## config.mk

```make
export PLATFORM = sky130hd
export DESIGN_NAME = subtract_instruction_datapath
export DESIGN_NICKNAME = d
export VERILOG_FILES = /design/src/subtract_arith.sv /design/src/subtract_instruction_datapath.sv
export SDC_FILE = /design/constraint.sdc
export NUM_CORES = 1
export LEC_CHECK = 0
export BUFFER_PORTS_ARGS = -buffer_cell sky130_fd_sc_hd__buf_2
export CAP_MARGIN = 20
export CORE_UTILIZATION = 46
export CTS_CLUSTER_DIAMETER = 200
export DETAILED_ROUTE_END_ITERATION = 10
export MAX_ROUTING_LAYER = met4
export PLACE_DENSITY_LB_ADDON = 0.05
export SLEW_MARGIN = 10
export SYNTH_ARGS = -nofsm -noshare
export SYNTH_HDL_FRONTEND = slang
export SYNTH_SLANG_ARGS = --single-unit
export TNS_END_PERCENT = 100
```

## constraint.sdc

```tcl
create_clock -name mclk -period 4.3 [get_ports mclk]
set_input_delay 0.86 -clock mclk [delete_from_list [all_inputs] [get_ports mclk]]
set_output_delay 0.86 -clock mclk [all_outputs]
set_load 0.01 [all_outputs]
```

## src/subtract_arith.sv

```systemverilog
// ==========================================================================
// subtract arithmetic: shared package and the combinational subtractor
// ==========================================================================
// holds opcode patterns, flag layout and the 8-bit subtract-with-flags core.
// assumes a single core clock; the core module is purely combinational.
`timescale 1ns/100ps

package subtract_pkg;
    localparam int DATA_W  = 8;
    localparam int INSTR_W = 14;
    localparam int ADDR_W  = 7;
    // literal form: 11 110x kkkk kkkk, top five bits fixed
    localparam logic [4:0] LIT_OPC  = 5'h1E;
    localparam int         LIT_MSB  = 13;
    localparam int         LIT_LSB  = 9;
    // register form: 00 0010 dfff ffff, top six bits fixed
    localparam logic [5:0] FILE_OPC = 6'h02;
    localparam int         FILE_LSB = 8;
    localparam int         DEST_BIT = 7;
    // reset values
    localparam logic [7:0] W_RESET  = 8'h00;

    typedef struct packed {
        logic carry;
        logic digit_carry_flag;
        logic zero;
    } flags_t;

    localparam flags_t FLAGS_RESET = '{carry: 1'b0, digit_carry_flag: 1'b0, zero: 1'b0};
endpackage : subtract_pkg

// ==========================================================================
// subtractor: minuend minus subtrahend, carry as inverted borrow
// ==========================================================================
module subtract_core (
    input  wire logic [7:0]          minuend,
    input  wire logic [7:0]          subtrahend,
    output logic [7:0]               diff,
    output subtract_pkg::flags_t     flags
);
    logic [8:0] full_sum;
    logic [4:0] low_sum;

    // two's complement add of the inverted subtrahend plus one
    assign full_sum = {1'b0, minuend} + {1'b0, ~subtrahend} + 9'h001;
    assign low_sum  = {1'b0, minuend[3:0]} + {1'b0, ~subtrahend[3:0]} + 5'h01;
    assign diff                   = full_sum[7:0];
    assign flags.carry            = full_sum[8];
    assign flags.digit_carry_flag = low_sum[4];
    assign flags.zero             = (full_sum[7:0] == 8'h00);
endmodule : subtract_core

```

## src/subtract_instruction_datapath.sv

```systemverilog
// ==========================================================================
// subtract instruction datapath slice
// ==========================================================================
// executes the literal and register subtract instructions in one cycle.
// assumes the register file answers reg_rd_addr combinationally on mclk.
// opcodes other than the two subtracts pass through: no flag change, no pulse.
// a side load of w loses to a subtract that writes w in the same cycle.
// write-back address and data move every cycle; only the strobe qualifies them.
// flags keep their value between subtracts, so a reader may sample them late.
//
// Behaviour
// [RULE1] literal subtract computes immediate minus working register into the working register.
// [RULE2] register subtract computes the addressed register minus the working register.
// [RULE3] with destination bit zero the difference goes to the working register only.
// [RULE4] with destination bit one the difference goes back to the addressed register only.
// [RULE5] carry is set when the minuend exceeds the subtrahend, an inverted borrow.
// [RULE6] carry is set when minuend and subtrahend are equal and the difference is zero.
// [RULE7] carry is cleared and the wrapped difference stored when the subtrahend is larger.
// [RULE8] zero flag marks a zero difference; digit carry is the inverted low-nibble borrow.
`timescale 1ns/100ps

module subtract_instruction_datapath (
    input  wire logic [13:0]          instr,
    input  wire logic                 instr_valid,
    input  wire logic [7:0]           reg_rd_data,
    input  wire logic                 w_load,
    input  wire logic [7:0]           w_load_data,
    input  wire logic                 mclk,
    input  wire logic                 srst,
    output logic [6:0]                reg_rd_addr,
    output logic [7:0]                w_r,
    output subtract_pkg::flags_t      flags_r,
    output logic                      file_wr_en_r,
    output logic [6:0]                file_wr_addr_r,
    output logic [7:0]                file_wr_data_r,
    output logic                      done_r
);
    // ======================================================================
    // decode
    // ======================================================================
    logic       lit_hit;
    logic       file_hit;
    logic       dest_file;
    logic [7:0] imm;
    logic [7:0] minuend;
    logic [7:0] diff;
    subtract_pkg::flags_t flags_nxt;
    logic [7:0] w_nxt;
    logic       file_wr_en_nxt;
    logic       exec;
    logic       w_takes_diff;

    // opcode matches gated by the valid strobe
    assign lit_hit   = instr_valid &&
                       (instr[subtract_pkg::LIT_MSB:subtract_pkg::LIT_LSB]
                        == subtract_pkg::LIT_OPC);
    assign file_hit  = instr_valid &&
                       (instr[subtract_pkg::LIT_MSB:subtract_pkg::FILE_LSB]
                        == subtract_pkg::FILE_OPC);
    assign dest_file = instr[subtract_pkg::DEST_BIT];
    assign imm       = instr[7:0];
    assign reg_rd_addr = instr[6:0];

    // any taken subtract, and whether its difference lands in w
    assign exec         = lit_hit || file_hit;
    assign w_takes_diff = lit_hit || (file_hit && !dest_file);

    // minuend selection, working register is always the subtrahend
    assign minuend = lit_hit ? imm : reg_rd_data;   // see [RULE1] see [RULE2]

    // ======================================================================
    // arithmetic
    // ======================================================================
    subtract_core u_core (
        .minuend    (minuend),
        .subtrahend (w_r),
        .diff       (diff),
        .flags      (flags_nxt)                      // see [RULE5] see [RULE8]
    );

    // destination steering
    assign w_nxt = w_takes_diff ? diff :                              // see [RULE3]
                   (w_load ? w_load_data : w_r);
    assign file_wr_en_nxt = file_hit && dest_file;                    // see [RULE4]

    // ======================================================================
    // state
    // ======================================================================
    // working register, loaded by a subtract or by the side port
    always_ff @(posedge mclk) begin
        if (srst) begin
            w_r <= subtract_pkg::W_RESET;
        end else begin
            w_r <= w_nxt;                                             // see [RULE7]
        end
    end

    // flags move only when a subtract is taken
    always_ff @(posedge mclk) begin
        if (srst) begin
            flags_r <= subtract_pkg::FLAGS_RESET;
        end else if (exec) begin
            flags_r <= flags_nxt;                                     // see [RULE6]
        end
    end

    // write-back strobe and completion pulse, one cycle each
    always_ff @(posedge mclk) begin
        if (srst) begin
            file_wr_en_r <= 1'b0;
            done_r       <= 1'b0;
        end else begin
            file_wr_en_r <= file_wr_en_nxt;
            done_r       <= exec;
        end
    end

    // write-back address and data, qualified by the strobe
    always_ff @(posedge mclk) begin
        if (srst) begin
            file_wr_addr_r <= 7'h00;
            file_wr_data_r <= 8'h00;
        end else begin
            file_wr_addr_r <= reg_rd_addr;
            file_wr_data_r <= diff;
        end
    end

    // ======================================================================
    // checks
    // ======================================================================
    logic [7:0] lit_expect;
    logic [7:0] file_expect;
    assign lit_expect  = imm - w_r;
    assign file_expect = reg_rd_data - w_r;
endmodule : subtract_instruction_datapath

```

==> impl_results.md <==
- # rows: 20
- Total power: 0.000612 W
- Status: complete, no violations
- Crit end category: register
- Die height: 59.2 um
- R2r worst-path depth: 8
- Hold Path Origin: flags_r[2]
- CTS tree: built
- DRT Pass-1 Iters: 4
- Ports: 69
- Hold crit path type: register to register
- Post CTS Setup Buffer Count: 0
- Slew Limit Fails: 0
- Clk_skew: 0.00555 ns
- Fin Setup TNS: 0 ns
- DRC violations left: 0
- Worst hold path depth: 2
- Power Density: 327 mW/mm^2
- CP Class: input pin to register
- Clock Tree Buf Depth: 2
- Area growth syn-to-layout: 24.5%
- Core area: 0.00308 mm^2
- Max IR drop VDD: 0.155 mV
- Post-Syn Instances: 168
- Area share of the largest cell type after synthesis: 37.3%
- Leakage: 0.951 nW
- RSZ-0062 raised after global routing: false
- Worst Setup Start Kind: input pin
- YS warnings: 0
- Yosys cell types: 40
- Syn avg cell area: 8.95 um^2
- Crit path arrival time: 3.45 ns
- Share of cells above drive strength 1: 34.8%
- #FFs+latches synth: 28
- Nets@finish: 271
- Routability Congestion: 0.840
- Syn_nets: 211
- Routed vias: 1,383
- Max Fanout on Critical Path: 13
- Total global-route track usage: 22.0%
- Clock Pin Slew Worst Setup and Hold Paths: 0.15 ns
- Fmax: 313 MHz
- Root Buffer: clkbuf_4
- Starting Density: 48.9%
- Antenna diode count: 0
- Flop-to-flop setup slack: 2.08 ns
- FF-to-FF Start: w_r[0]
- Post-route ant nets: 0
- Die area: 0.00350 mm^2
- Placed Cells: 267
- Largest net degree at the start of global routing: 30
- Final hold viol count: 0
- First-pass GRT wire length: 5650 um
- Top post-synthesis cells by area: dfxtp_1 (37%), nand2_1 (7.0%), ha_1 (6.7%)
- Reg2reg end: flags_r[0]
- Worst-Margin Slew: 0.518 ns
- Total CTS buffers: 3
- Final std cells w/o fill: 271
- Finish-stage setup viols: 0
- Die width: 59.2 um
- # Max-Cap Violations: 0
- Critical path required time: 4.55 ns
- Vias in the first global route: 1,250
- Worst Hold Endpoint: flags_r[2]
- 1st-iter DRT viols: 53
- Post_cts resized: 0
- Post-synth EDFFs: 0
- Worst skew pair latency: 0.33 ns
- Period utilization: 74.4%
- H-Tree Depth: 1
- Post-synth top flop: dfxtp_1
- Port bufs: 68
- Leading area contributor after synthesis: dfxtp_1
- Via-to-Cell Ratio: 5.10
- Total Routed Length: 3420 um
- Min Clock Period, post-route: 3.20 ns
- Initial antenna violation count: 0
- WL per Instance: 12.6 um
- DP Wirelength: 2720 um
- Total congestion overflow: 0
- TritonCTS Sinks: 28
- Post-Syn Area: 0.00150 mm^2
- Post-synth ARST share: 0%
- Hold_buf cts: 0
- Slew headroom: 65.5%
- Register area share after synthesis: 37.3%
per-stage QoR:
stage	setup WS [ns]	util, %	instance area, um^2	hold WS (ns)
after floorplan	0.989	-	1500	0.520
final	1.10	60.8	1870	0.509
after detailed placement	0.752	59.1	1820	0.494
after global placement	0.885	59.1	1820	0.497
after CTS	1.11	60.8	1870	0.513
after global routing	0.923	60.8	1870	0.530
power by group:
| part | switching, W | total, W | internal (W) |
|---|---|---|---|
| clock network | 0.0000777 | 0.000172 | 0.0000944 |
| logic | 0.0000876 | 0.000156 | 0.0000683 |
| registers | 0.00000558 | 0.000284 | 0.000279 |
cells in the final DEF (no fill, tap or decap), types with 3 or more instances in the layout:
master	instances
dfxtp_1	28
xor2_1	3
buf_2	68
inv_1	10
a21oi_1	5
clkbuf_4	3
nor2_1	11
a21o_1	3
mux2i_1	3
o211a_1	5
a211oi_1	11
nand2_1	28
ha_1	8
nor2b_1	11
worst max path at each step:
stage	start	to	slack, ns	depth (start not counted)
6_report	instr[9]	flags_r[0]	1.10	13
5_1_grt	instr_valid	flags_r[0]	0.92	13
4_1_cts	instr[9]	flags_r[0]	1.11	13
3_5_place_dp	instr[9]	flags_r[0]	0.75	13
3_3_place_gp	instr[9]	flags_r[0]	0.88	13
2_1_floorplan	instr_valid	flags_r[0]	0.99	12
layout make-up:
type / count / area, um^2
fillers: 299 / 1210
multi-input cells: 116 / 818
flip-flops and latches: 28 / 561
repair buffers: 69 / 348
well taps: 44 / 55.1
inverters: 10 / 37.5
clock inverters: 1 / 30.0
clock buffers: 3 / 22.5
per-layer routing:
layer,track usage [%],up-vias,part of all wire (%),wire length [um]
li1,-,699,-,-
met1,28.4,630,46,1580
met2,33.9,49,47,1620
met3,2.40,5,5.1,174
met4,10.9,0,1.4,48
met5,-,-,0,0
state kept, by name, summed over array words and instances (netlist names):
name,count
file_wr_data_r,8
w_r,8
file_wr_addr_r,7
flags_r,3
done_r,1
file_wr_en_r,1
critical path: stages:
cell	delay (ns)
buf_2	0.12
and4b_1	0.26
nand3_1	0.09
buf_4	0.19
mux2i_1	0.17
ha_1	0.22
inv_1	0.06
fa_1	0.39
a21o_1	0.22
a221oi_2	0.35
xnor2_1	0.16
and4_1	0.17
a31o_1	0.20
cell families (layout without fill, tap and decap cells):
| family | Yosys count | in the layout | synth area share, % |
|---|---|---|---|
| muxes | 3 | 3 | 2.00 |
| buffers and inverters | 24 | 83 | 8.32 |
| adders and majority gates | 9 | 9 | 7.99 |
| xor gates and xnor gates | 5 | 5 | 2.91 |
| DFF | 28 | 28 | 37.3 |
| and+or+nand+nor | 64 | 64 | 23.0 |
| AOI/OAI and AO/OA | 35 | 35 | 18.6 |
cell usage after synthesis (all sizes together), types with 3 or more instances:
| cell | instances |
|---|---|
| nor2 | 11 |
| a211oi | 11 |
| buf | 10 |
| nor2b | 11 |
| o211a | 5 |
| ha | 8 |
| xor2 | 3 |
| clkbuf | 4 |
| a21o | 3 |
| a21oi | 5 |
| dfxtp | 28 |
| mux2i | 3 |
| nand2 | 28 |
| inv | 10 |
(Power assumes the default switching activity.)
